--- src/pkg/adcsc_pkg.sv ---
// adcsc_pkg: register map, field positions, timing for the sar converter control
// assumes a 10 MHz system clock and axi4-lite byte addressing
package adcsc_pkg;
  // register byte addresses (result index 0x1d, status/control index chosen)
  localparam logic [7:0] RESULT_INDEX = 8'h1d;
  localparam logic [7:0] STATUS_CONTROL_INDEX = 8'h1c;
  localparam logic [9:0] RESULT_ADDR = {RESULT_INDEX, 2'b00};
  localparam logic [9:0] STATUS_CONTROL_ADDR = {STATUS_CONTROL_INDEX, 2'b00};
  // status/control field positions
  localparam int DONE_BIT = 7;
  localparam int RC_SEL_BIT = 6;
  localparam int POWER_BIT = 5;
  localparam int CHAN_LSB = 0;
  localparam int CHAN_MSB = 1;
  localparam logic [7:0] STATUS_CONTROL_RESET = 8'h00;
  localparam logic [7:0] WRITE_MASK = 8'h63;
  // conversion timing
  localparam int CONV_CYCLES = 32;
  localparam int SAR_BITS = 8;
  localparam int SYS_CLK_HZ = 10000000;
  localparam int RC_CLK_HZ = 1500000;
  localparam int SYS_PER_RC = SYS_CLK_HZ / RC_CLK_HZ;
  // port c bits carrying analog inputs 0..3
  localparam int AIN0_PIN = 6;
  localparam int AIN1_PIN = 5;
  localparam int AIN2_PIN = 4;
  localparam int AIN3_PIN = 3;
  localparam logic [1:0] AXI_OKAY = 2'b00;
  localparam logic [1:0] AXI_SLVERR = 2'b10;
endpackage

--- src/design/adcsc_sar_core.sv ---
// adcsc_sar_core: successive approximation register and cycle counter
// assumes a converter clock enable pulse from the parent and a comparator input
`timescale 1ns/1ps
`default_nettype none
module adcsc_sar_core #(
  parameter int BITS = 8,
  parameter int CYCLES = 32
) (
  input wire logic i_clk_sys,
  input wire logic i_rst_n,
  input wire logic i_start,
  input wire logic i_abort,
  input wire logic i_tick,
  input wire logic i_cmp_high,
  output logic [BITS-1:0] o_dac_code,
  output logic o_busy,
  output logic o_done,
  output logic [BITS-1:0] o_result
);
  localparam int CW = $clog2(CYCLES);
  localparam int PER_BIT = CYCLES / BITS;
  logic [CW-1:0] cnt, next_cnt;
  logic [BITS-1:0] trial, next_trial;
  logic [BITS-1:0] mask, next_mask;
  logic busy, next_busy;
  logic done, next_done;
  logic [BITS-1:0] result, next_result;

  always_comb begin
    next_cnt = cnt;
    next_trial = trial;
    next_mask = mask;
    next_busy = busy;
    next_done = 1'b0;
    next_result = result;
    if (i_abort) begin
      next_busy = 1'b0;
    end else if (i_start) begin
      next_busy = 1'b1;
      next_cnt = '0;
      next_mask = {1'b1, {(BITS-1){1'b0}}};
      next_trial = {1'b1, {(BITS-1){1'b0}}};
    end else if (busy && i_tick) begin
      next_cnt = CW'(cnt + 1'b1);
      if (cnt % CW'(PER_BIT) == CW'(PER_BIT - 1)) begin
        if (i_cmp_high) begin
          next_trial = trial & ~mask;
        end
        next_mask = mask >> 1;
        next_trial = (i_cmp_high ? (trial & ~mask) : trial) | (mask >> 1);
      end
      if (cnt == CW'(CYCLES - 1)) begin
        next_busy = 1'b0;
        next_done = 1'b1;
        next_result = i_cmp_high ? (trial & ~mask) : trial;
      end
    end
  end

  always_ff @(posedge i_clk_sys) begin
    if (!i_rst_n) begin
      cnt <= '0;
      trial <= '0;
      mask <= '0;
      busy <= 1'b0;
      done <= 1'b0;
      result <= '0;
    end else begin
      cnt <= next_cnt;
      trial <= next_trial;
      mask <= next_mask;
      busy <= next_busy;
      done <= next_done;
      result <= next_result;
    end
  end

  assign o_dac_code = trial;
  assign o_busy = busy;
  assign o_done = done;
  assign o_result = result;
endmodule
`default_nettype wire

--- src/design/adcsc_top.sv ---
// adcsc_top: sar converter control with axi4-lite register access
// assumes an external comparator against o_dac_code and synchronous inputs
`timescale 1ns/1ps
`default_nettype none
module adcsc_top #(
  parameter int BITS = 8
) (
  input wire logic i_clk_sys,
  input wire logic i_rst_n,
  input wire logic [9:0] s_axi_awaddr,
  input wire logic s_axi_awvalid,
  output logic s_axi_awready,
  input wire logic [31:0] s_axi_wdata,
  input wire logic [3:0] s_axi_wstrb,
  input wire logic s_axi_wvalid,
  output logic s_axi_wready,
  output logic [1:0] s_axi_bresp,
  output logic s_axi_bvalid,
  input wire logic s_axi_bready,
  input wire logic [9:0] s_axi_araddr,
  input wire logic s_axi_arvalid,
  output logic s_axi_arready,
  output logic [31:0] s_axi_rdata,
  output logic [1:0] s_axi_rresp,
  output logic s_axi_rvalid,
  input wire logic s_axi_rready,
  input wire logic i_rc_osc_tick,
  input wire logic i_wait_mode,
  input wire logic i_stop_mode,
  input wire logic i_halt_mode,
  input wire logic i_cmp_high,
  input wire logic [7:0] i_port_c_pins,
  output logic [7:0] o_port_c_read,
  output logic [BITS-1:0] o_dac_code,
  output logic [1:0] o_mux_select,
  output logic [3:0] o_mux_onehot,
  output logic o_analog_power
);
  logic [7:0] ctrl, next_ctrl;
  logic done_flag, next_done_flag;
  logic [BITS-1:0] result, next_result;
  logic [1:0] aw_held, next_aw_held;
  logic [9:0] awaddr_q, next_awaddr_q;
  logic w_held, next_w_held;
  logic [31:0] wdata_q, next_wdata_q;
  logic [3:0] wstrb_q, next_wstrb_q;
  logic bvalid, next_bvalid;
  logic [1:0] bresp, next_bresp;
  logic rvalid, next_rvalid;
  logic [31:0] rdata, next_rdata;
  logic [1:0] rresp, next_rresp;
  logic [$clog2(adcsc_pkg::SYS_PER_RC+1)-1:0] unused_div;
  logic wr_fire, rd_fire, wr_hit, rd_hit, access, tick, stopped, core_done;
  logic [BITS-1:0] core_result;
  logic [7:0] status_view;
  logic [1:0] chan;
  logic [7:0] pin_of_chan [4];

  assign stopped = i_stop_mode | i_halt_mode;
  assign chan = ctrl[adcsc_pkg::CHAN_MSB:adcsc_pkg::CHAN_LSB];
  assign unused_div = '0;

  // write address and data taken in either order
  assign s_axi_awready = !aw_held[0] && !bvalid;
  assign s_axi_wready = !w_held && !bvalid;
  assign wr_fire = (aw_held[0] || s_axi_awvalid) && (w_held || s_axi_wvalid) && !bvalid;
  assign s_axi_arready = !rvalid;
  assign rd_fire = s_axi_arvalid && !rvalid;

  logic [9:0] wa;
  logic [31:0] wd;
  logic [3:0] ws;
  assign wa = aw_held[0] ? awaddr_q : s_axi_awaddr;
  assign wd = w_held ? wdata_q : s_axi_wdata;
  assign ws = w_held ? wstrb_q : s_axi_wstrb;
  assign wr_hit = wr_fire && (wa[9:2] == adcsc_pkg::STATUS_CONTROL_INDEX ||
                              wa[9:2] == adcsc_pkg::RESULT_INDEX);
  assign rd_hit = rd_fire && (s_axi_araddr[9:2] == adcsc_pkg::STATUS_CONTROL_INDEX ||
                              s_axi_araddr[9:2] == adcsc_pkg::RESULT_INDEX);
  assign access = wr_hit || rd_hit;

  assign tick = ctrl[adcsc_pkg::RC_SEL_BIT] ? i_rc_osc_tick : 1'b1;

  assign status_view = {done_flag, ctrl[adcsc_pkg::RC_SEL_BIT], ctrl[adcsc_pkg::POWER_BIT],
                        3'b000, chan};

  always_comb begin
    next_aw_held = aw_held;
    next_awaddr_q = awaddr_q;
    next_w_held = w_held;
    next_wdata_q = wdata_q;
    next_wstrb_q = wstrb_q;
    next_bvalid = bvalid;
    next_bresp = bresp;
    next_rvalid = rvalid;
    next_rdata = rdata;
    next_rresp = rresp;
    next_ctrl = ctrl;
    if (wr_fire) begin
      next_aw_held = 2'b00;
      next_w_held = 1'b0;
      next_bvalid = 1'b1;
      next_bresp = adcsc_pkg::AXI_SLVERR;
      if (wa[9:2] == adcsc_pkg::STATUS_CONTROL_INDEX) begin
        next_bresp = adcsc_pkg::AXI_OKAY;
        if (ws[0]) begin
          next_ctrl = wd[7:0] & adcsc_pkg::WRITE_MASK;
        end
      end else if (wa[9:2] == adcsc_pkg::RESULT_INDEX) begin
        next_bresp = adcsc_pkg::AXI_OKAY;
      end
    end else begin
      if (s_axi_awvalid && s_axi_awready) begin
        next_aw_held = 2'b01;
        next_awaddr_q = s_axi_awaddr;
      end
      if (s_axi_wvalid && s_axi_wready) begin
        next_w_held = 1'b1;
        next_wdata_q = s_axi_wdata;
        next_wstrb_q = s_axi_wstrb;
      end
    end
    if (bvalid && s_axi_bready) begin
      next_bvalid = 1'b0;
    end
    if (rd_fire) begin
      next_rvalid = 1'b1;
      next_rresp = adcsc_pkg::AXI_OKAY;
      if (s_axi_araddr[9:2] == adcsc_pkg::STATUS_CONTROL_INDEX) begin
        next_rdata = {24'h000000, status_view};
      end else if (s_axi_araddr[9:2] == adcsc_pkg::RESULT_INDEX) begin
        next_rdata = {{(32-BITS){1'b0}}, result};
      end else begin
        next_rdata = 32'h00000000;
        next_rresp = adcsc_pkg::AXI_SLVERR;
      end
    end else if (rvalid && s_axi_rready) begin
      next_rvalid = 1'b0;
    end
  end

  always_comb begin
    next_done_flag = done_flag;
    next_result = result;
    if (access || stopped) begin
      next_done_flag = 1'b0;
    end
    if (core_done && !access && !stopped) begin
      next_done_flag = 1'b1;
      next_result = core_result;
    end
  end

  always_ff @(posedge i_clk_sys) begin
    if (!i_rst_n) begin
      ctrl <= adcsc_pkg::STATUS_CONTROL_RESET;
      done_flag <= 1'b0;
      result <= '0;
      aw_held <= 2'b00;
      awaddr_q <= '0;
      w_held <= 1'b0;
      wdata_q <= '0;
      wstrb_q <= '0;
      bvalid <= 1'b0;
      bresp <= adcsc_pkg::AXI_OKAY;
      rvalid <= 1'b0;
      rdata <= '0;
      rresp <= adcsc_pkg::AXI_OKAY;
    end else begin
      ctrl <= next_ctrl;
      done_flag <= next_done_flag;
      result <= next_result;
      aw_held <= next_aw_held;
      awaddr_q <= next_awaddr_q;
      w_held <= next_w_held;
      wdata_q <= next_wdata_q;
      wstrb_q <= next_wstrb_q;
      bvalid <= next_bvalid;
      bresp <= next_bresp;
      rvalid <= next_rvalid;
      rdata <= next_rdata;
      rresp <= next_rresp;
    end
  end

  // wait mode does not stop it
  adcsc_sar_core #(
    .BITS(BITS),
    .CYCLES(adcsc_pkg::CONV_CYCLES)
  ) u_core (
    .i_clk_sys(i_clk_sys),
    .i_rst_n(i_rst_n),
    .i_start(access && !stopped),
    .i_abort(stopped || !ctrl[adcsc_pkg::POWER_BIT]),
    .i_tick(tick && ctrl[adcsc_pkg::POWER_BIT]),
    .i_cmp_high(i_cmp_high),
    .o_dac_code(o_dac_code),
    .o_busy(),
    .o_done(core_done),
    .o_result(core_result)
  );

  assign pin_of_chan[0] = 8'h01 << adcsc_pkg::AIN0_PIN;
  assign pin_of_chan[1] = 8'h01 << adcsc_pkg::AIN1_PIN;
  assign pin_of_chan[2] = 8'h01 << adcsc_pkg::AIN2_PIN;
  assign pin_of_chan[3] = 8'h01 << adcsc_pkg::AIN3_PIN;

  genvar g;
  generate
    for (g = 0; g < 4; g++) begin : g_mux
      assign o_mux_onehot[g] = ctrl[adcsc_pkg::POWER_BIT] && (chan == 2'(g));
    end
  endgenerate
  assign o_mux_select = chan;
  assign o_analog_power = ctrl[adcsc_pkg::POWER_BIT] && !stopped;

  assign o_port_c_read = i_port_c_pins & ~(ctrl[adcsc_pkg::POWER_BIT] ? pin_of_chan[chan] : 8'h00);

  assign s_axi_bvalid = bvalid;
  assign s_axi_bresp = bresp;
  assign s_axi_rvalid = rvalid;
  assign s_axi_rdata = rdata;
  assign s_axi_rresp = rresp;
endmodule
`default_nettype wire

--- config.mk ---
export PLATFORM = sky130hd
export DESIGN_NAME = adcsc_top
export DESIGN_NICKNAME = d
export VERILOG_FILES = /design/src/pkg/adcsc_pkg.sv /design/src/design/adcsc_sar_core.sv /design/src/design/adcsc_top.sv
export SDC_FILE = /design/constraint.sdc
export NUM_CORES = 1
export LEC_CHECK = 0
export ABC_AREA = 1
export BUFFER_PORTS_ARGS = -buffer_cell sky130_fd_sc_hd__buf_4
export CAP_MARGIN = 10
export CORE_UTILIZATION = 29
export DETAILED_ROUTE_END_ITERATION = 10
export PLACE_DENSITY = 0.57
export SLEW_MARGIN = 5
export SYNTH_ARGS = -nofsm -noshare
export SYNTH_HDL_FRONTEND = slang
export SYNTH_SLANG_ARGS = --single-unit
export TNS_END_PERCENT = 30
--- constraint.sdc ---
create_clock -name i_clk_sys -period 4.5 [get_ports i_clk_sys]
set_clock_uncertainty 0.15 [all_clocks]
set_input_delay 0.675 -clock i_clk_sys [delete_from_list [all_inputs] [get_ports i_clk_sys]]
set_output_delay 0.675 -clock i_clk_sys [all_outputs]
set_load 0.01 [all_outputs]
==> key figures <==
Synthesis
  • Post-Syn Area: 3387 µm²
  • Sequential fraction of the synthesis area: 0.4197
  • Commonest cells post-synth: 71 x dfxtp_1, 70 x nand2_1, 49 x a21oi_1, 36 x inv_1, 32 x buf_4
  • Synth top area share: 0.4197
  • EDFF count, synth: 0
  • Top_reg_cell synth: dfxtp_1
  • Synth unique cells: 39
  • Top-count cell post-synth: dfxtp_1
  • Warnings, synthesis: 0
  • Syn Inst Count: 433
  • Largest area contributor in the netlist: dfxtp_1
  • FF+latch count, synth: slightly above 70
  • Post-synthesis area per instance: 7.822 µm²
  • Async S/R FF share, synth: 0
  • Top cells by area, synth: dfxtp_1 42%, nand2_1 7.8%, a21oi_1 7.2%

Global routing
  • Vias in the first global route: roughly 2.7k
  • Largest net degree at the start of global routing: 33
  • Gr usage total: 0.1292
  • First-pass GRT wire length: between 10,000 and 15,000 µm
  • Initial antenna violation count: 0
  • GRT Residual Overflow: 0

Layout
  • Share of cells above drive strength 1: 0.2636
  • Reg area: around 1400 µm²
  • Antenna diodes: 0
  • Final core occ: 0.3649
  • Area of the multi-input gates: approximately 1600 µm²
  • # fillers: ~1.2k
  • Layout net count: 570
  • Area delta synth->final: 23.01%

Routing
  • Vias: between 2k and 3k
  • Antenna violation net count after detailed routing: 0
  • Wire per inst: 11.69 µm
  • Detailed-route DRC error count: 0
  • Via density per instance: 4.500
  • Initial DRC count: approximately 180
  • Routed Wire Length: 7482 µm
  • Detailed Routing Iterations Pass 1: 4

Clock network
  • Worst-Skew Late Latency: between 0.3 and 0.4 ns
  • Clock tree from TritonCTS: done
  • Num CTS Buffers: 9
  • Hold_buf cts: 0
  • Clock transition at the registers of the reported paths: around 0.050 ns
  • Root Buffer: clkbuf_16
  • Post-CTS setup buffer count: 0
  • H-Tree Depth: 3
  • Post_cts resized: 0
  • TritonCTS Sinks: a little over 70
  • Clock Path Buffers: 2

Hold path
  • Hold Path Class: reg -> reg

Timing
  • Final setup viols: 0
  • Slew Viols, Final: 0
  • Hold WS: 0.3009 ns
  • Tcrit/Tclk final: 0.5214
  • Max-slew headroom: 0.2871
  • Max Clock Freq: between 400 and 500 MHz
  • Measured slew at the worst slew-check pin: about 1.1 ns
  • Setup_tns: 0 ns
  • Worst setup margin: between 2 and 2.5 ns
  • Unrepaired setup endpoints after global routing: no
  • Final hold violation count: 0
  • Tmin final: between 2 and 2.5 ns

Worst setup path
  • CP required: around 3.7 ns
  • Data arrival, critical path: 1.52 ns
  • Critical Path Start Type: input port
  • Crit. End Element: primary output
  • CP Max Fanout: 8
  • Kind of critical path: in -> out

Run status
  • Status: finished clean

Die
  • FP Rows: 39
  • Die ar.: roughly 12,000 µm²
  • Core area: between 10,000 and 15,000 µm²
  • Die height: between 100 and 150 µm
  • Die W: approximately 110 µm
  • I/O pins: 140
  • Initial Util: 0.2966

Placement
  • Dpl ws: roughly 2.0 ns
  • Gpl congestion: roughly 0.80
  • IO Port Bufs: 69
  • Hpwl dp: 5363 µm

Power and ir drop
  • LEAKAGE: 1.770 nW
  • Final Power: ~1.5 mW
  • Power Density: ~370 nW/µm²
  • Peak VDD IR: between 150 and 200 µV

Run
  • Max-cap violations: 0
path summary, 6_finish.rpt:
path | startpoint | endpoint | cells after the start | slack [ns]
worst max-delay path | i_halt_mode | o_analog_power | 5 | 2.15
worst min-delay path | awaddr_q[2]$_SDFFE_PN0P_ | awaddr_q[2]$_SDFFE_PN0P_ | 2 | 0.30
worst max register to register | ctrl[5]$_SDFFE_PN0P_ | u_core.o_result[2]$_SDFFE_PN0P_ | 8 | 2.37
worst min register to register | awaddr_q[2]$_SDFFE_PN0P_ | awaddr_q[2]$_SDFFE_PN0P_ | 2 | 0.30
cell usage in the layout, fill, tap and decap left out, types with 2 or more instances in the layout:
cell / count
nand3b_1: 2
dfxtp_1: 71
inv_1: 36
clkinv_2: 2
clkbuf_16: 9
o211ai_1: 5
nor3_1: 2
nand2_2: 11
nand2_4: 3
mux2_2: 5
a21boi_0: 7
conb_1: 26
inv_2: 5
o21ai_1: 3
o211a_1: 2
a21oi_1: 49
nor2_4: 3
clkbuf_8: 2
nand2_1: 70
nand4_1: 2
buf_4: 70
nor2_1: 31
nor2_2: 3
nand3_1: 26
a21oi_2: 9
ha_1: 2
o21a_1: 2
o21ai_0: 26
metrics by stage:
stage	area (µm²)	instances
3_5_place_dp	3857	624
4_1_cts	4167	640
6_report	4167	640
5_1_grt	4167	640
3_3_place_gp	3857	624
2_1_floorplan	3481	458
metal layers:
metal,part of all wire,global-route usage
met1,0.47,0.1643
met2,0.47,0.2103
met3,0.048,0.03586
met4,0.012,0.04286
met5,0,0
critical path: stages:
cell and delay (ns):
buf_4 0.11, nor2_2 0.23, nand2_1 0.13, clkinv_1 0.20, buf_4 0.17
flip-flops by register name, indices dropped and copies added (netlist names):
name	count
awaddr_q	8
result	8
s_axi_rdata	8
u_core.mask	8
u_core.o_dac_code	8
u_core.o_result	8
u_core.cnt	5
ctrl	4
wdata_q	4
aw_held	1
done_flag	1
s_axi_bresp	1
s_axi_bvalid	1
s_axi_rresp	1
s_axi_rvalid	1
u_core.o_busy	1
u_core.o_done	1
w_held	1
wstrb_q	1
layout make-up:
type,instances,share of cell area
clock buffers,11,0.06066
clock inverters,5,0.01351
repair buffers,70,0.1261
multi-input cells,298,0.3778
flip-flops and latches,71,0.3411
well taps,143,0.04294
inverters,42,0.03784
cell families (layout without fill, tap and decap cells):
kind of cell | count (synthesis) | after routing | synth area share
mux | 5 | 5 | 0.01662
other cells | 1 | 26 | 0.001107
buf+inv | 89 | 128 | 0.1433
simple gates | 160 | 160 | 0.2294
flops | 71 | 71 | 0.4197
compound gates | 105 | 105 | 0.1825
fa+ha+maj | 2 | 2 | 0.007387
where the power goes:
group	internal, mW	switching [mW]	total, mW
sequential	0.649	0.0152	0.664
clock	0.458	0.264	0.722
combinational	0.0652	0.0812	0.146
total	1.17	0.360	1.53
Note: power is estimated with default switching activity, not from simulation.
